### src/rtl/input_image_pkg.sv
package input_image_pkg;

	localparam int          ADDR_W = 12;
	localparam int          DATA_W = 16;

	// Word offsets of the status image
	localparam logic [11:0] OFS_LEFT_DIO     = 12'h6B0;
	localparam logic [11:0] OFS_RIGHT_DIO    = 12'h6B1;
	localparam logic [11:0] OFS_UP_STATE     = 12'h6B2;
	localparam logic [11:0] OFS_DN_STATE     = 12'h6B3;
	localparam logic [11:0] OFS_TRACK_ONE    = 12'h6B4;
	localparam logic [11:0] OFS_TRACK_TWO    = 12'h6B5;
	localparam logic [11:0] OFS_RESERVED     = 12'h6B6;
	localparam logic [11:0] OFS_LEFT_POS     = 12'h6B7;
	localparam logic [11:0] OFS_RIGHT_POS    = 12'h6B8;
	localparam logic [11:0] OFS_LEFT_SERVO   = 12'h6B9;
	localparam logic [11:0] OFS_RIGHT_SERVO  = 12'h6BA;
	localparam logic [11:0] OFS_LEFT_SPEED   = 12'h6BB;
	localparam logic [11:0] OFS_RIGHT_SPEED  = 12'h6BC;
	localparam logic [11:0] OFS_POL_MASK     = 12'h6C0;
	localparam logic [11:0] OFS_PORT_INPUTS  = 12'h6C1;
	localparam logic [11:0] OFS_IRQ_STATUS   = 12'h6C2;
	localparam logic [11:0] OFS_IRQ_MASK     = 12'h6C3;
	localparam logic [11:0] OFS_LEFT_MOTOR   = 12'h6C4;
	localparam logic [11:0] OFS_RIGHT_MOTOR  = 12'h6C5;

	// Field positions
	localparam int          DIO_SHORT_BIT    = 12;
	localparam int          DIO_OVERCUR_BIT  = 14;
	localparam int          SERVO_DONE_BIT   = 0;
	localparam int          SERVO_RESET_BIT  = 1;
	localparam int          SERVO_CMD1_BIT   = 2;
	localparam int          SPEED_W          = 14;
	localparam int          SPEED_OVER_BIT   = 14;
	localparam int          SPEED_UNDER_BIT  = 15;

	// Interrupt status layout
	localparam int          IRQ_LEFT_SHORT   = 0;
	localparam int          IRQ_LEFT_OVERCUR = 1;
	localparam int          IRQ_RIGHT_SHORT  = 2;
	localparam int          IRQ_RIGHT_OVERCUR = 3;
	localparam int          IRQ_LEFT_DONE    = 4;
	localparam int          IRQ_RIGHT_DONE   = 5;
	localparam int          IRQ_UP_UPDATE    = 6;
	localparam int          IRQ_DN_UPDATE    = 7;
	localparam int          IRQ_W            = 8;

	// Motor state encoding
	localparam logic [1:0]  MOTOR_BRAKED     = 2'h0;
	localparam logic [1:0]  MOTOR_CCW        = 2'h1;
	localparam logic [1:0]  MOTOR_CW         = 2'h2;
	localparam logic [1:0]  MOTOR_COAST      = 2'h3;

	// Neighbour state codes
	localparam logic [7:0]  NB_CLEAR_STOP    = 8'h01;
	localparam logic [7:0]  NB_CLEAR_RUN     = 8'h02;
	localparam logic [7:0]  NB_RESERVED      = 8'h03;
	localparam logic [7:0]  NB_BLOCKED_RUN   = 8'h04;
	localparam logic [7:0]  NB_BLOCKED_STOP  = 8'h05;
	localparam logic [7:0]  NB_BUSY          = 8'h06;

	localparam logic [15:0] WORD_RESET       = 16'h0000;
	localparam logic [15:0] MASK_RESET       = 16'h0000;
	localparam logic [7:0]  IRQ_RESET        = 8'h00;

endpackage : input_image_pkg

### src/rtl/plc_input_status_image.sv
// Functional notes
// - Set bit 12 of port fault word on output short circuit.
// - Set bit 14 of port fault word when an output draws over 1A.
// - Port fault words are read-only; writes to them are ignored.
// - Upstream neighbour state code sits in low byte of its word.
// - Two 16-bit tracking words hold last upstream discharged item identifiers.
// - Neighbour and tracking words update only while neighbour links preserved.
// - Servo position is signed, relative to the motor's zero reference.
// - Servo status bit 0 high when last run done, low while executing.
// - Servo bit 1 echoes command bit 0; left bit 2 echoes bit 1.
// - Measured speed in bits 13:0 of the real speed word.
// - Speed bit 14 flags request above max, bit 15 below min.
// - Motor state bits 1:0: braked, ccw, cw, free coasting.
// - Port input bit is pin level XOR the polarity mask bit.
// - Input LEDs follow the mask-adjusted value, not raw pin level.
// - Fault word valid only in digital I/O mode; only bits 12, 14.
//
// The strobed register port is this design's own decision.
`timescale 1ns/10ps
module plc_input_status_image #(
	parameter int NUM_IN  = 8,
	parameter int NUM_OUT = 2
) (
	input  wire logic                                clk,
	input  wire logic                                rstn,
	input  wire logic [input_image_pkg::ADDR_W-1:0]  addr,
	input  wire logic [input_image_pkg::DATA_W-1:0]  wdata,
	input  wire logic                                wr,
	input  wire logic                                rd,
	output logic      [input_image_pkg::DATA_W-1:0]  rdata,
	output logic                                     irq,
	input  wire logic                                left_dio_mode,
	input  wire logic                                right_dio_mode,
	input  wire logic [NUM_OUT-1:0]                  left_out_short,
	input  wire logic [NUM_OUT-1:0]                  left_out_overcur,
	input  wire logic [NUM_OUT-1:0]                  right_out_short,
	input  wire logic [NUM_OUT-1:0]                  right_out_overcur,
	input  wire logic                                links_preserved,
	input  wire logic                                up_state_valid,
	input  wire logic [7:0]                          up_state_code,
	input  wire logic                                dn_state_valid,
	input  wire logic [7:0]                          dn_state_code,
	input  wire logic                                track_valid,
	input  wire logic [15:0]                         track_one,
	input  wire logic [15:0]                         track_two,
	input  wire logic signed [15:0]                  left_position,
	input  wire logic signed [15:0]                  right_position,
	input  wire logic                                left_servo_busy,
	input  wire logic                                right_servo_busy,
	input  wire logic [1:0]                          left_servo_cmd,
	input  wire logic                                right_servo_cmd,
	input  wire logic [13:0]                         left_speed,
	input  wire logic [13:0]                         right_speed,
	input  wire logic [13:0]                         left_set_speed,
	input  wire logic [13:0]                         right_set_speed,
	input  wire logic [13:0]                         left_max_speed,
	input  wire logic [13:0]                         left_min_speed,
	input  wire logic [13:0]                         right_max_speed,
	input  wire logic [13:0]                         right_min_speed,
	input  wire logic                                left_running,
	input  wire logic                                left_cw,
	input  wire logic                                left_coast,
	input  wire logic                                right_running,
	input  wire logic                                right_cw,
	input  wire logic                                right_coast,
	input  wire logic [NUM_IN-1:0]                   port_pins,
	output logic      [NUM_IN-1:0]                   input_leds
);
	import input_image_pkg::*;

	if (NUM_IN < 1 || NUM_IN > DATA_W) begin : g_check_in
		$error("NUM_IN must lie between 1 and 16");
	end
	if (NUM_OUT < 1) begin : g_check_out
		$error("NUM_OUT must be at least 1");
	end

	////////////////////////////////////////////////////////////////////////
	// Word builders

	function automatic logic [15:0] dio_word(input logic mode,
		input logic short_any, input logic overcur_any);
		logic [15:0] w;
		w = WORD_RESET;
		w[DIO_SHORT_BIT]   = mode & short_any;
		w[DIO_OVERCUR_BIT] = mode & overcur_any;
		return w;
	endfunction : dio_word

	function automatic logic [15:0] speed_word(input logic [13:0] meas,
		input logic [13:0] req, input logic [13:0] vmax,
		input logic [13:0] vmin);
		logic [15:0] w;
		w = WORD_RESET;
		w[SPEED_W-1:0]     = meas;
		w[SPEED_OVER_BIT]  = req > vmax;
		w[SPEED_UNDER_BIT] = req < vmin;
		return w;
	endfunction : speed_word

	function automatic logic [15:0] motor_word(input logic running,
		input logic cw, input logic coast);
		logic [15:0] w;
		w = WORD_RESET;
		if (running) begin
			w[1:0] = cw ? MOTOR_CW : MOTOR_CCW;
		end else begin
			w[1:0] = coast ? MOTOR_COAST : MOTOR_BRAKED;
		end
		return w;
	endfunction : motor_word

	////////////////////////////////////////////////////////////////////////
	// Registers

	logic [15:0]        left_dio_reg;
	logic [15:0]        right_dio_reg;
	logic [15:0]        up_state_reg;
	logic [15:0]        dn_state_reg;
	logic [15:0]        track_one_reg;
	logic [15:0]        track_two_reg;
	logic signed [15:0] left_pos_reg;
	logic signed [15:0] right_pos_reg;
	logic [15:0]        left_servo_reg;
	logic [15:0]        right_servo_reg;
	logic [15:0]        left_speed_reg;
	logic [15:0]        right_speed_reg;
	logic [15:0]        left_motor_reg;
	logic [15:0]        right_motor_reg;
	logic [15:0]        pol_mask_reg;
	logic [15:0]        inputs_reg;
	logic [IRQ_W-1:0]   irq_status_reg;
	logic [IRQ_W-1:0]   irq_mask_reg;
	logic [15:0]        rdata_reg;
	logic               irq_reg;
	logic [NUM_IN-1:0]  leds_reg;
	logic               left_done_reg;
	logic               right_done_reg;

	////////////////////////////////////////////////////////////////////////
	// Next values

	wire  [NUM_IN-1:0]  inputs_logical = port_pins ^ pol_mask_reg[NUM_IN-1:0];
	wire  [15:0]        inputs_next    = {{(DATA_W-NUM_IN){1'b0}},
		inputs_logical};
	wire  [15:0]        left_dio_next  = dio_word(left_dio_mode,
		|left_out_short, |left_out_overcur);
	wire  [15:0]        right_dio_next = dio_word(right_dio_mode,
		|right_out_short, |right_out_overcur);
	wire                up_take        = links_preserved & up_state_valid;
	wire                dn_take        = links_preserved & dn_state_valid;
	wire                track_take     = links_preserved & track_valid;
	wire  [15:0]        up_state_next  = up_take ? {8'h00, up_state_code}
		: up_state_reg;
	wire  [15:0]        dn_state_next  = dn_take ? {8'h00, dn_state_code}
		: dn_state_reg;
	wire  [15:0]        left_servo_next  = {13'h0000, left_servo_cmd[1],
		left_servo_cmd[0], ~left_servo_busy};
	wire  [15:0]        right_servo_next = {14'h0000, right_servo_cmd,
		~right_servo_busy};
	wire                left_done_rise   = ~left_servo_busy & ~left_done_reg;
	wire                right_done_rise  = ~right_servo_busy & ~right_done_reg;

	wire  [IRQ_W-1:0]   irq_events = {dn_take, up_take, right_done_rise,
		left_done_rise, right_dio_next[DIO_OVERCUR_BIT],
		right_dio_next[DIO_SHORT_BIT], left_dio_next[DIO_OVERCUR_BIT],
		left_dio_next[DIO_SHORT_BIT]};
	wire                irq_clear  = rd & (addr == OFS_IRQ_STATUS);
	wire  [IRQ_W-1:0]   irq_status_next = irq_events |
		(irq_clear ? IRQ_RESET : irq_status_reg);
	wire                mask_wr    = wr & (addr == OFS_POL_MASK);
	wire                imask_wr   = wr & (addr == OFS_IRQ_MASK);

	wire  [15:0]        read_word =
		(addr == OFS_LEFT_DIO)    ? left_dio_reg    :
		(addr == OFS_RIGHT_DIO)   ? right_dio_reg   :
		(addr == OFS_UP_STATE)    ? up_state_reg    :
		(addr == OFS_DN_STATE)    ? dn_state_reg    :
		(addr == OFS_TRACK_ONE)   ? track_one_reg   :
		(addr == OFS_TRACK_TWO)   ? track_two_reg   :
		(addr == OFS_LEFT_POS)    ? left_pos_reg    :
		(addr == OFS_RIGHT_POS)   ? right_pos_reg   :
		(addr == OFS_LEFT_SERVO)  ? left_servo_reg  :
		(addr == OFS_RIGHT_SERVO) ? right_servo_reg :
		(addr == OFS_LEFT_SPEED)  ? left_speed_reg  :
		(addr == OFS_RIGHT_SPEED) ? right_speed_reg :
		(addr == OFS_POL_MASK)    ? pol_mask_reg    :
		(addr == OFS_PORT_INPUTS) ? inputs_reg      :
		(addr == OFS_IRQ_STATUS)  ? {8'h00, irq_status_reg} :
		(addr == OFS_IRQ_MASK)    ? {8'h00, irq_mask_reg}   :
		(addr == OFS_LEFT_MOTOR)  ? left_motor_reg  :
		(addr == OFS_RIGHT_MOTOR) ? right_motor_reg :
		WORD_RESET;
	wire  [15:0]        rdata_next = rd ? read_word : WORD_RESET;

	////////////////////////////////////////////////////////////////////////
	// Status image

	always_ff @(posedge clk or negedge rstn) begin
		if (!rstn) begin
			left_dio_reg  <= WORD_RESET;
			right_dio_reg <= WORD_RESET;
			up_state_reg  <= WORD_RESET;
			dn_state_reg  <= WORD_RESET;
			track_one_reg <= WORD_RESET;
			track_two_reg <= WORD_RESET;
		end else begin
			left_dio_reg  <= left_dio_next;
			right_dio_reg <= right_dio_next;
			up_state_reg  <= up_state_next;
			dn_state_reg  <= dn_state_next;
			if (track_take) begin
				track_one_reg <= track_one;
				track_two_reg <= track_two;
			end
		end
	end

	always_ff @(posedge clk or negedge rstn) begin
		if (!rstn) begin
			left_pos_reg    <= WORD_RESET;
			right_pos_reg   <= WORD_RESET;
			left_servo_reg  <= WORD_RESET;
			right_servo_reg <= WORD_RESET;
			left_done_reg   <= 1'b0;
			right_done_reg  <= 1'b0;
		end else begin
			left_pos_reg    <= left_position;
			right_pos_reg   <= right_position;
			left_servo_reg  <= left_servo_next;
			right_servo_reg <= right_servo_next;
			left_done_reg   <= ~left_servo_busy;
			right_done_reg  <= ~right_servo_busy;
		end
	end

	always_ff @(posedge clk or negedge rstn) begin
		if (!rstn) begin
			left_speed_reg  <= WORD_RESET;
			right_speed_reg <= WORD_RESET;
			left_motor_reg  <= WORD_RESET;
			right_motor_reg <= WORD_RESET;
		end else begin
			left_speed_reg  <= speed_word(left_speed, left_set_speed,
				left_max_speed, left_min_speed);
			right_speed_reg <= speed_word(right_speed, right_set_speed,
				right_max_speed, right_min_speed);
			left_motor_reg  <= motor_word(left_running, left_cw,
				left_coast);
			right_motor_reg <= motor_word(right_running, right_cw,
				right_coast);
		end
	end

	////////////////////////////////////////////////////////////////////////
	// Inputs, mask, interrupts, read port

	always_ff @(posedge clk or negedge rstn) begin
		if (!rstn) begin
			pol_mask_reg <= MASK_RESET;
			inputs_reg   <= WORD_RESET;
			leds_reg     <= '0;
		end else begin
			if (mask_wr) begin
				pol_mask_reg <= wdata;
			end
			inputs_reg <= inputs_next;
			leds_reg   <= inputs_logical;
		end
	end

	always_ff @(posedge clk or negedge rstn) begin
		if (!rstn) begin
			irq_status_reg <= IRQ_RESET;
			irq_mask_reg   <= IRQ_RESET;
			irq_reg        <= 1'b0;
			rdata_reg      <= WORD_RESET;
		end else begin
			irq_status_reg <= irq_status_next;
			if (imask_wr) begin
				irq_mask_reg <= wdata[IRQ_W-1:0];
			end
			irq_reg   <= |(irq_status_reg & irq_mask_reg);
			rdata_reg <= rdata_next;
		end
	end

	assign rdata      = rdata_reg;
	assign irq        = irq_reg;
	assign input_leds = leds_reg;

	////////////////////////////////////////////////////////////////////////
	// Checks

	a_short_bit: assert property (@(posedge clk) disable iff (!rstn)
		left_dio_mode && (|left_out_short)
		|=> left_dio_reg[DIO_SHORT_BIT])
		else $error("left short circuit not flagged");

	a_overcur_bit: assert property (@(posedge clk) disable iff (!rstn)
		right_dio_mode && (|right_out_overcur)
		|=> right_dio_reg[DIO_OVERCUR_BIT])
		else $error("right over current not flagged");

	a_dio_read_only: assert property (@(posedge clk)
		disable iff (!rstn)
		wr && addr == OFS_LEFT_DIO && !left_dio_mode
		|=> left_dio_reg == WORD_RESET)
		else $error("write reached port fault word");

	a_dio_other_bits: assert property (@(posedge clk)
		disable iff (!rstn)
		(left_dio_reg & ~16'h5000) == WORD_RESET)
		else $error("fault word carries unexpected bits");

	a_up_code: assert property (@(posedge clk) disable iff (!rstn)
		links_preserved && up_state_valid
		|=> up_state_reg == {8'h00, $past(up_state_code)})
		else $error("upstream code not in low byte");

	a_dn_code: assert property (@(posedge clk) disable iff (!rstn)
		links_preserved && dn_state_valid
		|=> dn_state_reg == {8'h00, $past(dn_state_code)})
		else $error("downstream code not in low byte");

	a_links_hold: assert property (@(posedge clk)
		disable iff (!rstn)
		!links_preserved ##1 !links_preserved
		|-> $stable(up_state_reg) && $stable(track_one_reg))
		else $error("neighbour word moved without links");

	a_track_take: assert property (@(posedge clk)
		disable iff (!rstn)
		track_take |=> track_two_reg == $past(track_two)
		&& track_one_reg == $past(track_one))
		else $error("tracking words not captured");

	a_servo_done: assert property (@(posedge clk)
		disable iff (!rstn)
		left_servo_busy [*2] |-> !left_servo_reg[SERVO_DONE_BIT])
		else $error("servo done shown while busy");

	a_servo_echo: assert property (@(posedge clk)
		disable iff (!rstn)
		##1 left_servo_reg[SERVO_CMD1_BIT:SERVO_RESET_BIT]
		== $past(left_servo_cmd))
		else $error("servo command echo wrong");

	a_speed_flags: assert property (@(posedge clk)
		disable iff (!rstn)
		left_set_speed > left_max_speed
		|=> left_speed_reg[SPEED_OVER_BIT]
		&& !left_speed_reg[SPEED_UNDER_BIT] == ($past(left_set_speed)
		>= $past(left_min_speed)))
		else $error("speed range flag wrong");

	a_motor_code: assert property (@(posedge clk)
		disable iff (!rstn)
		right_running && right_cw |=> right_motor_reg[1:0] == MOTOR_CW)
		else $error("motor state encoding wrong");

	a_led_xor: assert property (@(posedge clk)
		disable iff (!rstn)
		##1 input_leds == inputs_reg[NUM_IN-1:0])
		else $error("led differs from reported input");

	a_input_xor: assert property (@(posedge clk)
		disable iff (!rstn)
		##1 inputs_reg[NUM_IN-1:0]
		== ($past(port_pins) ^ $past(pol_mask_reg[NUM_IN-1:0])))
		else $error("input bit not pin xor mask");

	a_irq_level: assert property (@(posedge clk) disable iff (!rstn)
		##1 irq == |($past(irq_status_reg) & $past(irq_mask_reg)))
		else $error("interrupt level wrong");

endmodule : plc_input_status_image

### config.mk
export PLATFORM = sky130hd
export DESIGN_NAME = plc_input_status_image
export DESIGN_NICKNAME = d
export VERILOG_FILES = /design/src/rtl/input_image_pkg.sv /design/src/rtl/plc_input_status_image.sv
export SDC_FILE = /design/constraint.sdc
export NUM_CORES = 1
export LEC_CHECK = 0
export BUFFER_PORTS_ARGS = -buffer_cell sky130_fd_sc_hd__buf_2
export CAP_MARGIN = 5
export CORE_AREA = 5 5 122 147
export CTS_CLUSTER_DIAMETER = 40
export DETAILED_ROUTE_END_ITERATION = 8
export DIE_AREA = 0 0 127 152
export PLACE_DENSITY = 0.84
export SETUP_SLACK_MARGIN = 0.5
export SLEW_MARGIN = 25
export SYNTH_ARGS = -nofsm -noshare
export SYNTH_HDL_FRONTEND = slang
export SYNTH_SLANG_ARGS = --single-unit
### constraint.sdc
create_clock -name clk -period 4.6 [get_ports clk]
set_input_delay 0.69 -clock clk [delete_from_list [all_inputs] [get_ports clk]]
set_output_delay 0.69 -clock clk [all_outputs]
set_load 0.05 [all_outputs]
After elaboration in Yosys (flattened, before gate mapping)
Index checks and enable logic that the tools add are counted.
{"block": "totals", "out_inout_bits": 25, "inputBits": 257, "ff_bits": 184, "wordCells": 94}
{"block": "op_classes", "eq_ne": 18, "n_reduce_logical": 5, "n_mux": 26, "n_lt_le_gt_ge": 4, "n_bitwise": 19}
{"cell": "16-bit 2-to-1 mux", "count": 14}
{"cell": "12-bit by 11-bit == test with 1-bit output (second input constant)", "count": 18}
{"cell": "8-bit 2-to-1 mux", "count": 4}
{"cell": "14-bit greater-than comparator", "count": 2}
{"cell": "14-bit less-than comparator", "count": 2}
{"cell": "2-bit 2-to-1 mux", "count": 8}
{"cell": "1-bit AND", "count": 12}
{"cell": "8-bit AND", "count": 1}
{"cell": "8-bit bitwise OR", "count": 1}
{"cell": "2-bit OR reduction", "count": 4}
{"cell": "8-bit OR reduction", "count": 1}
{"cell": "8-bit bitwise XOR", "count": 1}
{"cell": "1-bit inverter", "count": 4}

Depth between registers and ports, before layout
Gate-level depths: netlist of run 1.
{"block": "logic_depth", "word_depth": 20, "mapped_depth": 10, "ltp_nobuf": 9}

Worst setup path after synthesis of run 1
Ideal clock, no wire load.
{"block": "synth_path", "path_kind": "input to register", "startpoint": "in addr[5] (netlist bit)", "endpoint": "reg pol_mask_reg[10]", "path_stages": 6, "path_buffers": 1, "t_required_ps": 4475, "setup_time_ps": 125, "t_arrival_ps": 2210, "slack_ps": 2265, "cell_sequence": "nor3b_2 -> nand2_2 -> nor4_4 -> nand2_4 -> buf_6 -> mux2_4"}
{"block": "synth_via", "elab_chain_len": 2}
{"element": "start: declaration", "line": "plc_input_status_image.sv:26", "text": "input wire logic [input_image_pkg::ADDR_W-1:0] addr,"}
{"element": "12-bit by 11-bit == test with 1-bit output", "line": "plc_input_status_image.sv:171", "text": "wire mask_wr = wr & (addr == OFS_POL_MASK);"}
{"element": "1-bit AND", "line": "plc_input_status_image.sv:171"}
{"element": "end signal: assignment", "line": "plc_input_status_image.sv:265", "text": "pol_mask_reg <= wdata;"}
{"element": "end: declaration", "line": "plc_input_status_image.sv:130", "text": "logic [15:0] pol_mask_reg;"}
No other way between the ends.
A chain may end at the register's enable or synchronous reset.

Final worst setup path of run 1
{"block": "layout_path", "startpoint": "in addr[0] (netlist bit)", "endpoint": "reg rdata_reg[0] (netlist: rdata[0])"}
{"block": "layout_via", "elab_chain_len": 20, "elab_cells_between_ends": 37, "classes_between": "eq/ne (18); mux (19)"}
{"element": "12-bit by 11-bit == test with 1-bit output", "line": "plc_input_status_image.sv:192", "text": "(addr == OFS_RIGHT_MOTOR) ? right_motor_reg :"}
{"element": "2-bit 2-to-1 mux", "line": "plc_input_status_image.sv:192"}
{"element": "2-bit 2-to-1 mux", "line": "plc_input_status_image.sv:191", "text": "(addr == OFS_LEFT_MOTOR) ? left_motor_reg :"}
{"element": "8-bit 2-to-1 mux", "line": "plc_input_status_image.sv:190", "text": "(addr == OFS_IRQ_MASK) ? {8'h00, irq_mask_reg} :"}
{"element": "8-bit 2-to-1 mux", "line": "plc_input_status_image.sv:189", "text": "(addr == OFS_IRQ_STATUS) ? {8'h00, irq_status_reg} :"}
{"element": "8-bit 2-to-1 mux", "line": "plc_input_status_image.sv:188", "text": "(addr == OFS_PORT_INPUTS) ? inputs_reg :"}
{"element": "16-bit 2-to-1 mux", "line": "plc_input_status_image.sv:187", "text": "(addr == OFS_POL_MASK) ? pol_mask_reg :"}
{"element": "16-bit 2-to-1 mux", "line": "plc_input_status_image.sv:186", "text": "(addr == OFS_RIGHT_SPEED) ? right_speed_reg :"}
{"element": "[... 5 more ...]"}
{"element": "16-bit 2-to-1 mux", "line": "plc_input_status_image.sv:180", "text": "(addr == OFS_TRACK_TWO) ? track_two_reg :"}
{"element": "16-bit 2-to-1 mux", "line": "plc_input_status_image.sv:179", "text": "(addr == OFS_TRACK_ONE) ? track_one_reg :"}
{"element": "16-bit 2-to-1 mux", "line": "plc_input_status_image.sv:178", "text": "(addr == OFS_DN_STATE) ? dn_state_reg :"}
{"element": "16-bit 2-to-1 mux", "line": "plc_input_status_image.sv:177", "text": "(addr == OFS_UP_STATE) ? up_state_reg :"}
{"element": "16-bit 2-to-1 mux", "line": "plc_input_status_image.sv:176", "text": "(addr == OFS_RIGHT_DIO) ? right_dio_reg :"}
{"element": "16-bit 2-to-1 mux *", "line": "plc_input_status_image.sv:175", "text": "(addr == OFS_LEFT_DIO) ? left_dio_reg :"}
{"element": "16-bit 2-to-1 mux *", "line": "plc_input_status_image.sv:194", "text": "wire [15:0] rdata_next = rd ? read_word : WORD_RESET;"}
{"element": "net rdata_next[0]", "line": "plc_input_status_image.sv:194"}
{"element": "end signal: assignment", "line": "plc_input_status_image.sv:284", "text": "rdata_reg <= rdata_next;"}
{"element": "end: declaration", "line": "plc_input_status_image.sv:134", "text": "logic [15:0] rdata_reg;"}
Mark *: on every way through the listed nets, which the timed path passes. The rest lies on a longest branch.

==> results of run 1 <==
==> synthesized netlist by cell type (3+ instances only) <==
master / number / area share [%]
o21a_1: 7 / 0.60
nand2b_1: 11 / 0.78
nand3_1: 16 / 0.91
o22ai_1: 14 / 0.99
a222oi_1: 8 / 0.91
and3_1: 5 / 0.35
ha_1: 54 / 7.7
o21bai_1: 4 / 0.34
a21o_1: 18 / 1.5
nor3_1: 13 / 0.74
a221o_1: 6 / 0.68
o21ai_0: 37 / 2.1
a22oi_1: 8 / 0.68
mux2_2: 62 / 7.9
buf_6: 3 / 0.38
a221oi_1: 10 / 0.99
a211oi_1: 6 / 0.51
dfrtp_1: 182 / 52
buf_1: 5 / 0.21
mux2_4: 10 / 1.7
inv_1: 68 / 2.9
buf_2: 13 / 0.74
clkbuf_1: 6 / 0.26
a21oi_1: 35 / 2.0
nor2_1: 24 / 1.0
nand4_1: 4 / 0.28
xor2_1: 8 / 0.79
nor2b_1: 5 / 0.35
a32oi_1: 3 / 0.30
mux2i_1: 11 / 1.2
mux4_2: 6 / 1.5
nand2_1: 45 / 1.9
and2_1: 4 / 0.28
==> power groups by stage <==
stage | Clock, mW | Combinational [mW] | Sequential (mW)
6_report | 1.29 | 0.453 | 1.77
5_1_grt | 1.38 | 0.509 | 1.77
4_1_cts | 1.31 | 0.456 | 1.76
3_5_place_dp | 0 | 0.452 | 1.79
3_3_place_gp | 0 | 0.439 | 1.79
2_1_floorplan | 0 | 0.227 | 1.78
==> worst max-delay path, stage by stage <==
cell and delay, ps:
buf_2 700, nand2_1 520, o22ai_1 330, a31oi_1 130, a221oi_1 310, o21ai_0 190, a222oi_1 260, nor3_1 110
==> layout make-up <==
type	count	area [sq um]
antenna	6	15.0
sequential	182	4550
timing repair buffer	283	1440
fill	1300	5600
clock inverter	12	82.6
inverter	68	255
tap	216	270
multi-input combinational	480	3870
clock buffer	19	433
==> logic make-up after synthesis <==
logic type / synth area share (%)
AO/OA/AOI/OAI: 14.0
multiplexers: 12.4
adder cells (fa/ha/maj): 7.65
flip-flops: 51.6
XOR/XNOR: 0.794
AND/OR/NAND/NOR: 8.97
buffers and inverters: 4.56
==> metrics by stage <==
step / cell area, sq um / hold slack (ps) / util (%)
after floorplan: 8830 / 394 / -
after global routing: 10900 / 341 / 66.1
after CTS: 10900 / 344 / 66.0
after global placement: 10400 / 446 / 62.9
after detailed placement: 10400 / 460 / 62.9
final: 10900 / 354 / 66.1
==> metal layers <==
| metal | wire, um | global-route usage, % | vias to the layer above |
|---|---|---|---|
| met5 | 7 | 0 | - |
| met2 | 12600 | 43.0 | 363 |
| met3 | 2120 | 7.16 | 74 |
| met4 | 1120 | 14.1 | 2 |
| li1 | - | - | 3290 |
| met1 | 9100 | 30.5 | 3454 |
==> final timing paths <==
| path | depth (start not counted) | endpoint | slack, ps | startpoint |
|---|---|---|---|---|
| min | 1 | left_pos_reg[3]$_DFF_PN0_ | 350 | left_position[3] |
| max | 8 | rdata[0]$_DFF_PN0_ | 1620 | addr[0] |
| max reg2reg | 6 | rdata[6]$_DFF_PN0_ | 2630 | pol_mask_reg[6]$_DFFE_PN0P_ |
| min in group asynchronous | 1 | irq$_DFF_PN0_ | 360 | rstn |
| min reg2reg | 1 | irq_status_reg[5]$_DFF_PN0_ | 480 | right_servo_reg[0]$_DFF_PN0_ |
| max in group asynchronous | 2 | right_pos_reg[9]$_DFF_PN0_ | 3330 | rstn |
==> impl_results.md, run 1 <==
- Pwr per Cell Area: around 320 nW/um^2
- Final-report hold violation count: 0
- Synthesized instance count: 758
- Switching power: 897 uW
- Clock network fraction of design power: between 30% and 40%
- Post-cts gate resize count: 0
- First-pass GRT wire length: 39000 um
- GPL Wtd Cong: 0.886
- Die Y: approximately 150 um
- Syn nets: roughly 1100
- Number of synthesized register bits: roughly 180
- VDD IR-drop max: 0.000301 V
- RSZ-0062 raised after global routing: false
- Max Freq: ~340 MHz
- Crit path DAT: about 3300 ps
- GRT Overall Usage: about 26%
- Status: finished, final reports clean
- CTS Root Cell: clkbuf_16
- Startpoint types: input pin
- Final net count: approximately 1300
- Starting Density: between 50% and 60%
- Worst Setup End Kind: flop
- Htree depth: 4
- Type of the most critical hold path: in -> reg
- Max-Slew Margin vs Limit: between 30 and 40%
- Switching portion of total power: ~26%
- CTS tree: done
- Placement Setup Slack: about 1300 ps
- Vias in the first global route: between 7000 and 8000
- Clock Sinks: roughly 180
- Yosys Warn Count: 0
- Mapped Area: ~8800 sq um
- Initial drt markers: about 730
- Later-pin clock latency in the skew report: roughly 430 ps
- DRC errors left: 0
- Internal: 2.61 mW
- Vias after detailed routing: approximately 7000
- Period utilization: between 60 and 70%
- Setup tns final: 0 ps
- Die W: 127 um
- Area growth from synthesis to layout: 23.7%
- Pre-Repair DR Iteration Count: 5
- Non-Filler Instances: around 1300
- I/O pins: ~280
- GRT Residual Overflow: 0
- Avg Synthesized Cell Area: around 12 sq um
- Avg Vias per Cell: about 5.7
- P_leak: between 5 and 6 nW
- Post-CTS Repair Setup Buffers: 0
- Cts hold-fix bufs: 0
- Crit path kind: in -> reg
- Post-synth EDFFs: 0
- Avg WL per Cell: 19.7 um
- Ys async rst share: 100%
- Layout cells sized above 1: 38.5%
- Die Footprint: 19300 sq um
- Critical path peak fanout: 44
- IO Port Bufs: 281
- Flop pwr share: ~50%
- Post-synth cell types: 69
- Max Slew Vio Count: 0
- Row count: 52
- Post-DP HPWL: 19500 um
- Tightest Pin Transition: roughly 940 ps
- Core box area: around 17000 sq um
- Most frequent cells in the layout: buf_2 (280), dfrtp_1 (182), inv_1 (68)
- Min Tclk post-route: 2980 ps
- Antenna Nets Post-Route: 0
- Setup ws final: between 1500 and 2000 ps
- Final setup fails: 0
- Clock skew: a little over 9 ps
- Max-cap viol count: 0
- Clk slew on worst S/H paths: roughly 70 ps
- Final WL: about 25000 um
- Primary FF master, synth: dfrtp_1
- Bufs on Longest Clock Path: 2
- CTS buffer count: 17
- Largest net degree at the start of global routing: between 100 and 150
- Placed cell count: ~1200
- Register area share after synthesis: approximately 52%
- Most common cell after layout, fill and taps aside: buf_2
- Final Total Pwr: around 3.5 mW
- Combinational share of power: between 10% and 20%
- Worst Path Required: just under 5000 ps
- Antenna violations before repair: 6
(Power assumes the default switching activity.)
==> run 2: changes to the inputs <==
CORE_AREA = 5 5 133 160   (was 5 5 122 147)
DIE_AREA = 0 0 138 165   (was 0 0 127 152)
PLACE_DENSITY = 0.75   (was 0.84)
clock period = 2.5 ns   (was 4.6 ns; I/O delays follow)
==> impl_results.md, run 2 (synthesized netlist as in run 1, its figures left out) <==
- Die Footprint: 22800 sq um (was 19300 sq um)
- Max Freq: about 520 MHz
- Crit path DAT: 2250 ps (was 3270 ps)
- CP max stage cell: and2_1 (was buf_2)
- Crit path kind: in -> reg (unchanged)
- Layout cells sized above 1: 40.3% (was 38.5%)
- I/O pins: 282 (unchanged)
- Core box area: 19500 sq um (was 16500 sq um)
- CP peak stage delay: 470 ps (was 700 ps)
- Clock Sinks: 182 (unchanged)
- P_leak: 5.73 nW (was 5.55 nW)
- Starting Density: 45.3% (was 53.4%)
- Min Tclk post-route: between 1500 and 2000 ps
- CTS tree: done (unchanged)
- R2r startpoint: pol_mask_reg[6]$_DFFE_PN0P_ (unchanged)
- Largest net degree at the start of global routing: 65 (was 111)
- Pwr per Cell Area: 593 nW/um^2 (was 321 nW/um^2)
- Max Slew Vio Count: 0 (unchanged)
- Critical path peak fanout: 11 (was 44)
- HP Start: left_position[2] (was left_position[3])
- Antenna Nets Post-Route: 0 (unchanged)
- Clock skew: 7.86 ps (was 9.08 ps)
- Tightest Pin Transition: 626 ps (was 942 ps)
- Critical path's top delay family: simple AND/OR/NAND/NOR gates (was compound AO/OA/AOI/OAI gates)
- Startpoint types: input pin (unchanged)
- Final net count: 1371 (was 1343)
- Status: finished, final reports clean (unchanged)
- Worst reg-to-reg path cell count: 6 (unchanged)
- Non-Filler Instances: 1339 (was 1266)
- Hold EP: left_pos_reg[2]$_DFF_PN0_ (was left_pos_reg[3]$_DFF_PN0_)
- Pre-Repair DR Iteration Count: 5 (unchanged)
- RSZ-0062 raised after global routing: false (unchanged)
- GRT Overall Usage: 22.3% (was 26.0%)
- Layout filler cell count: 1705 (was 1300)
- Area growth from synthesis to layout: 27.8% (was 23.7%)
- Final-report hold violation count: 0 (unchanged)
- Max-cap viol count: 0 (unchanged)
- CTS buffer count: 17 (unchanged)
- Worst Path Required: 2840 ps (was 4890 ps)
- GPL Wtd Cong: 0.908 (was 0.886)
- Final setup fails: 0 (unchanged)
- Worst Setup End Kind: flop (unchanged)
- Max-Slew Margin vs Limit: 58.3% (was 37.2%)
- Post-CTS Repair Setup Buffers: 0 (unchanged)
- DRC errors left: 0 (unchanged)
- Worst hold path depth: 1 (unchanged)
- CTS Root Cell: clkbuf_16 (unchanged)
- Avg Vias per Cell: 5.30 (was 5.67)
- Clk slew on worst S/H paths: 70 ps (about the same)
- Type of the most critical hold path: in -> reg (unchanged)
- First-pass GRT wire length: 39600 um (was 39000 um)
- Later-pin clock latency in the skew report: 430 ps (about the same)
- Initial drt markers: 514 (was 728)
- Final Total Pwr: 6.69 mW (was 3.51 mW)
- Antenna violations before repair: 8 (was 6)
- Placed inst area: 10700 sq um (was 10400 sq um)
- Htree depth: 4 (unchanged)
- Row count: 56 (was 52)
- Most common cell after layout, fill and taps aside: buf_2 (unchanged)
- IO Port Bufs: 281 (unchanged)
- Placed cell count: 1301 (was 1229)
- Vias in the first global route: 7568 (was 7511)
- Avg WL per Cell: 18.9 um (was 19.7 um)
- Die Y: 165 um (was 152 um)
- Final WL: 25300 um (was 24900 um)
- Crit path buffers/inverters: 1 (unchanged)
- Die W: 138 um (was 127 um)
- Reg-to-reg setup timing slack: 620 ps (was 2630 ps)
- Post-DP HPWL: 20600 um (was 19500 um)
- GRT Residual Overflow: 0 (unchanged)
- R2R Path End: rdata[6]$_DFF_PN0_ (unchanged)
- VDD IR-drop max: 0.000418 V (was 0.000301 V)
- Design area: 11300 sq um (was 10900 sq um)
- Period utilization: 76.7%
- Setup tns final: 0 ps (unchanged)
- Crit path cell chain: buf_2 > nor2b_1 > and4b_1 > and2_1 > a32oi_1 > o21ai_0 > a222oi_1 > nor3_1 (was buf_2 > nand2_1 > o22ai_1 > a31oi_1 > a221oi_1 > o21ai_0 > a222oi_1 > nor3_1)
- Most frequent cells in the layout: buf_2 (278), dfrtp_1 (182), inv_1 (68) (was buf_2 (280), dfrtp_1 (182), inv_1 (68))
- Bufs on Longest Clock Path: 2 (unchanged)
- Vias after detailed routing: 7095 (was 7183)
-- run 2: worst max path at each step --
stage,from,end,slack (ps),cells after the start
after floorplan,addr[3],rdata[10]$_DFF_PN0_,490,9
after global placement,addr[1],rdata[15]$_DFF_PN0_,240,9
after detailed placement,addr[6],rdata[1]$_DFF_PN0_,200,7
after CTS,addr[0],rdata[3]$_DFF_PN0_,640,9
after global routing,addr[0],rdata[1]$_DFF_PN0_,530,9
final,addr[3],rdata[0]$_DFF_PN0_,580,8
-- run 2: cell type report --
| type | instances | area [sq um] | share of cell area, % |
|---|---|---|---|
| tap | 261 | 327 | 2.90 |
| inverter | 68 | 255 | 2.26 |
| timing repair buffer | 311 | 1670 | 14.8 |
| clock buffer | 17 | 425 | 3.77 |
| sequential | 182 | 4550 | 40.4 |
| clock inverter | 15 | 143 | 1.26 |
| multi-input combinational | 480 | 3890 | 34.5 |
| antenna | 5 | 12.5 | 0.111 |
-- run 2: repair_timing --
action | CTS | global route
gates resized for setup | 0 | 3
hold buffers | 1 | 0
endpoints found under the hold margin | 60 | 0
setup endpoints to repair | 0 | 5
-- run 2: stage by stage --
step	setup slack [ps]	hold slack (ps)	util [%]
after floorplan	494	79.4	-
after global routing	532	30.1	57.9
after CTS	635	28.2	57.8
final	583	44.2	57.9
after detailed placement	198	408	54.8
after global placement	242	409	54.8
-- run 2: report_power, final --
part	internal, mW	switching, mW	total [mW]	leakage, nW
combinational	0.423	0.433	0.855	3.26
clock	1.40	1.18	2.58	0.275
sequential	3.14	0.111	3.25	2.20
total	4.96	1.73	6.69	5.73
-- run 2: layer usage --
metal	track usage [%]	wire (um)	up-vias
li1	-	-	3341
met1	26.1	9600	3381
met2	38.9	13200	307
met3	5.76	1690	60
met4	9.48	774	6
met5	0	41	-
==> run 3: changes to the inputs <==
ABC_AREA = 1   (was unset)
CORE_AREA = 5 5 132 159   (was 5 5 133 160)
DIE_AREA = 0 0 137 164   (was 0 0 138 165)
PLACE_DENSITY = 0.77   (was 0.75)
clock period = 1.7 ns   (was 2.5 ns; I/O delays follow)
==> impl_results.md, run 3 <==
- Die Footprint: 22500 sq um (was 22800 sq um)
- Placement Setup Slack: -324 ps (was 198 ps)
- I/O pins: 282 (unchanged)
- Switching portion of total power: 25.0% (was 25.8%)
- Setup ws final: 10.8 ps (was 583 ps)
- Crit path kind: in -> reg (unchanged)
- CTS tree: done (unchanged)
- Htree depth: 4 (unchanged)
- Type of the most critical hold path: in -> reg (unchanged)
- DRC errors left: 0 (unchanged)
- Post-DP HPWL: 22100 um (was 20600 um)
- Worst hold path depth: 2 (was 1)
- Worst Path Required: 2070 ps (was 2840 ps)
- Design area: 13500 sq um (was 11300 sq um)
- Pwr per Cell Area: 738 nW/um^2 (was 593 nW/um^2)
- Ys async rst share: 100% (unchanged)
- Post-synth cell types: 46 (was 69)
- Sequential cell area: 4550 sq um (unchanged)
- RSZ-0062 raised after global routing: true (was false)
- Synthesized instance count: 934 (was 758)
- Flop pwr share: 48.2% (was 48.6%)
- Row count: 56 (unchanged)
- Crit path cell chain: buf_8 > inv_4 > nand2_4 > nor3_4 > nand2_2 > o21ai_1 > inv_1 > nand2_1 > nand2_1 > nand2_1 > nand2_1 > nand2_2 > nand2_1 > nand2_1 > nand2_2 > nand2_2 > nand2_2 > nand3_2 > nand2_1 > inv_1 (was buf_2 > nor2b_1 > and4b_1 > and2_1 > a32oi_1 > o21ai_0 > a222oi_1 > nor3_1)
- Worst Setup End Kind: flop (unchanged)
- Pre-Repair DR Iteration Count: 6 (was 5)
- Tightest Pin Transition: 536 ps (was 626 ps)
- Worst reg-to-reg path cell count: 16 (was 6)
- Clk slew on worst S/H paths: 70 ps (about the same)
- Crit-path most repeated cell: nand2_1
- Layout cells sized above 1: 41.3% (was 40.3%)
- Yosys top cell area share: 51.2% (was 51.6%)
- Yosys top cell by area: dfrtp_1 (unchanged)
- Final setup fails: 0 (unchanged)
- Max Slew Vio Count: 0 (unchanged)
- Startpoint types: input pin (unchanged)
- Clock network fraction of design power: 37.7% (was 38.6%)
- Largest net degree at the start of global routing: 54 (was 65)
- Die Y: 164 um (was 165 um)
- Setup tns final: 0 ps (unchanged)
- Vias after detailed routing: 8525 (was 7095)
- First-pass GRT wire length: 43900 um (was 39600 um)
- Mapped Area: 8890 sq um (was 8830 sq um)
- Status: finished, final reports clean (unchanged)
- Avg WL per Cell: 18.1 um (was 18.9 um)
- Area growth from synthesis to layout: 51.5% (was 27.8%)
- R2r startpoint: irq_mask_reg[1]$_DFFE_PN0P_ (was pol_mask_reg[6]$_DFFE_PN0P_)
- CP max stage cell: nor3_4 (was and2_1)
- CTS buffer count: 17 (unchanged)
- VDD IR-drop max: 0.000635 V (was 0.000418 V)
- Final net count: 1689 (was 1371)
- CP peak stage delay: 370 ps (was 470 ps)
- Avg Vias per Cell: 5.16 (was 5.30)
- Final-report hold violation count: 0 (unchanged)
- Max Freq: approximately 600 MHz
- Crit path DAT: 2060 ps (was 2250 ps)
- Yosys Warn Count: 0 (unchanged)
- Synth cell count leaders: nand2_1 (184), dfrtp_1 (182), inv_1 (117) (was dfrtp_1 (182), inv_1 (68), mux2_2 (62))
- GRT Overall Usage: 25.5% (was 22.3%)
- HP Start: port_pins[5] (was left_position[2])
- Combinational share of power: 14.1% (was 12.8%)
- Primary FF master, synth: dfrtp_1 (unchanged)
- Later-pin clock latency in the skew report: 430 ps (about the same)
- GPL Wtd Cong: 0.895 (was 0.908)
- IO Port Bufs: 281 (unchanged)
- Switching power: 2.49 mW (was 1.73 mW)
- Bufs on Longest Clock Path: 2 (unchanged)
- Clock Sinks: 182 (unchanged)
- Multi-input gate area: 4270 sq um (was 3890 sq um)
- Critical path peak fanout: 6 (was 11)
- Clock skew: 8.61 ps (was 7.86 ps)
- Top-count cell post-synth: nand2_1 (was dfrtp_1)
- Initial drt markers: 657 (was 514)
- Reg-to-reg setup timing slack: 150 ps (was 620 ps)
- Avg Synthesized Cell Area: 9.52 sq um (was 11.6 sq um)
- Final Total Pwr: 9.95 mW (was 6.69 mW)
- Final WL: 29900 um (was 25300 um)
- Starting Density: 46.2% (was 45.3%)
- P_leak: 7.04 nW (was 5.73 nW)
- Antenna violations before repair: 1 (was 8)
- Layout filler cell count: 1341 (was 1705)
- Placed inst area: 11200 sq um (was 10700 sq um)
- Min Tclk post-route: roughly 1700 ps
- Most common cell after layout, fill and taps aside: buf_2 (unchanged)
- Internal: 7.46 mW (was 4.96 mW)
- Syn nets: 1245 (was 1069)
- CTS Root Cell: clkbuf_16 (unchanged)
- Vias in the first global route: 8881 (was 7568)
- R2R Path End: rdata[1]$_DFF_PN0_ (was rdata[6]$_DFF_PN0_)
- GRT Residual Overflow: 0 (unchanged)
- Synth area leaders: dfrtp_1 (51%), nand2_1 (7.8%), ha_1 (7.6%) (was dfrtp_1 (52%), mux2_2 (7.9%), ha_1 (7.7%))
- Fin util: 69.9% (was 57.9%)
- Core box area: 19300 sq um (was 19500 sq um)
- Register area share after synthesis: 51.2% (was 51.6%)
- Most frequent cells in the layout: buf_2 (244), dfrtp_1 (182), nand2_1 (166) (was buf_2 (278), dfrtp_1 (182), inv_1 (68))
- Die W: 137 um (was 138 um)
- Number of synthesized register bits: 182 (unchanged)
- Post-synth EDFFs: 0 (unchanged)
- Period utilization: between 90 and 100%
- Max-cap viol count: 0 (unchanged)
- Antenna Nets Post-Route: 0 (unchanged)
- Max-Slew Margin vs Limit: 64.2% (was 58.3%)
- Hold EP: inputs_reg[5]$_DFF_PN0_ (was left_pos_reg[2]$_DFF_PN0_)
run 3: cell types whose count changed after synthesis, sizes merged, moves of 11 or more:
cell / previous run / this run
nand2b: 11 / 0
nand3: 16 / 53
inv: 68 / 131
a21oi: 35 / 48
o21ai: 38 / 58
mux2: 72 / 56
nand2: 47 / 191
a21o: 18 / 0
nor2: 26 / 58
mux2i: 11 / 0
o22ai: 14 / 1
o211ai: 2 / 20
run 3: layer usage:
layer	part of all wire [%]	global-route usage [%]	wire length, um	up-vias
met2	53	46.5	15800	411
met1	36	28.3	10700	4032
li1	-	-	-	3988
met4	5.2	11.2	1550	0
met3	6.2	5.27	1840	94
met5	0	0	0	-
run 3: cell type report:
cell class              count  share of cell area (%)
flip-flops and latches    182                    33.8
multi-input cells         601                    31.7
repair buffers            443                    23.8
inverters                 133                    4.12
clock buffers              22                    3.44
well taps                 261                    2.42
clock inverters            10                   0.706
diodes                      1                  0.0186
run 3: how the worst max path moves through the flow:
| stage | from | endpoint | depth (start not counted) |
|---|---|---|---|
| 2_1_floorplan | addr[8] | rdata[2]$_DFF_PN0_ | 16 |
| 3_3_place_gp | addr[6] | rdata[4]$_DFF_PN0_ | 16 |
| 3_5_place_dp | addr[6] | rdata[7]$_DFF_PN0_ | 14 |
| 4_1_cts | addr[3] | rdata[1]$_DFF_PN0_ | 19 |
| 5_1_grt | addr[4] | rdata[1]$_DFF_PN0_ | 19 |
| 6_report | addr[3] | rdata[1]$_DFF_PN0_ | 20 |
run 3: stage by stage:
step                cells  hold WS [ps]
detailed placement   1520           193
floorplan             934         -40.6
global route         1653          8.43
CTS                  1628         0.199
finish               1653          5.89
global placement     1520           197
run 3: cell families after synthesis:
logic type	Yosys count	share of synthesized area, %
AO/OA/AOI/OAI	155	10.2
XOR/XNOR	8	0.788
adder cells (fa/ha/maj)	54	7.60
buffers and inverters	153	6.77
flip-flops	182	51.2
multiplexers	56	7.09
AND/OR/NAND/NOR	326	16.3
run 3: critical path, delay by kind of cell:
family / cells / cell delay (ps)
and+or+nand+nor: 15 / 1340
buffers and inverters: 4 / 260
AOI/OAI and AO/OA: 1 / 190
run 3: power by group through the flow:
stage | combinational, mW | clock [mW] | sequential (mW)
detailed placement | 1.16 | 0 | 4.86
global placement | 1.13 | 0 | 4.85
CTS | 1.33 | 3.79 | 4.79
global route | 1.56 | 3.96 | 4.81
finish | 1.40 | 3.76 | 4.79
floorplan | 0.499 | 0 | 4.82
run 3: what timing repair did:
item	4_1_cts	5_1_grt
hold buffers	71	0
setup buffers	5	22
gates resized for setup	63	128
cloned	0	2
hold endpoints to repair	105	0
endpoints found under the setup margin	62	68
pin swaps	4	73
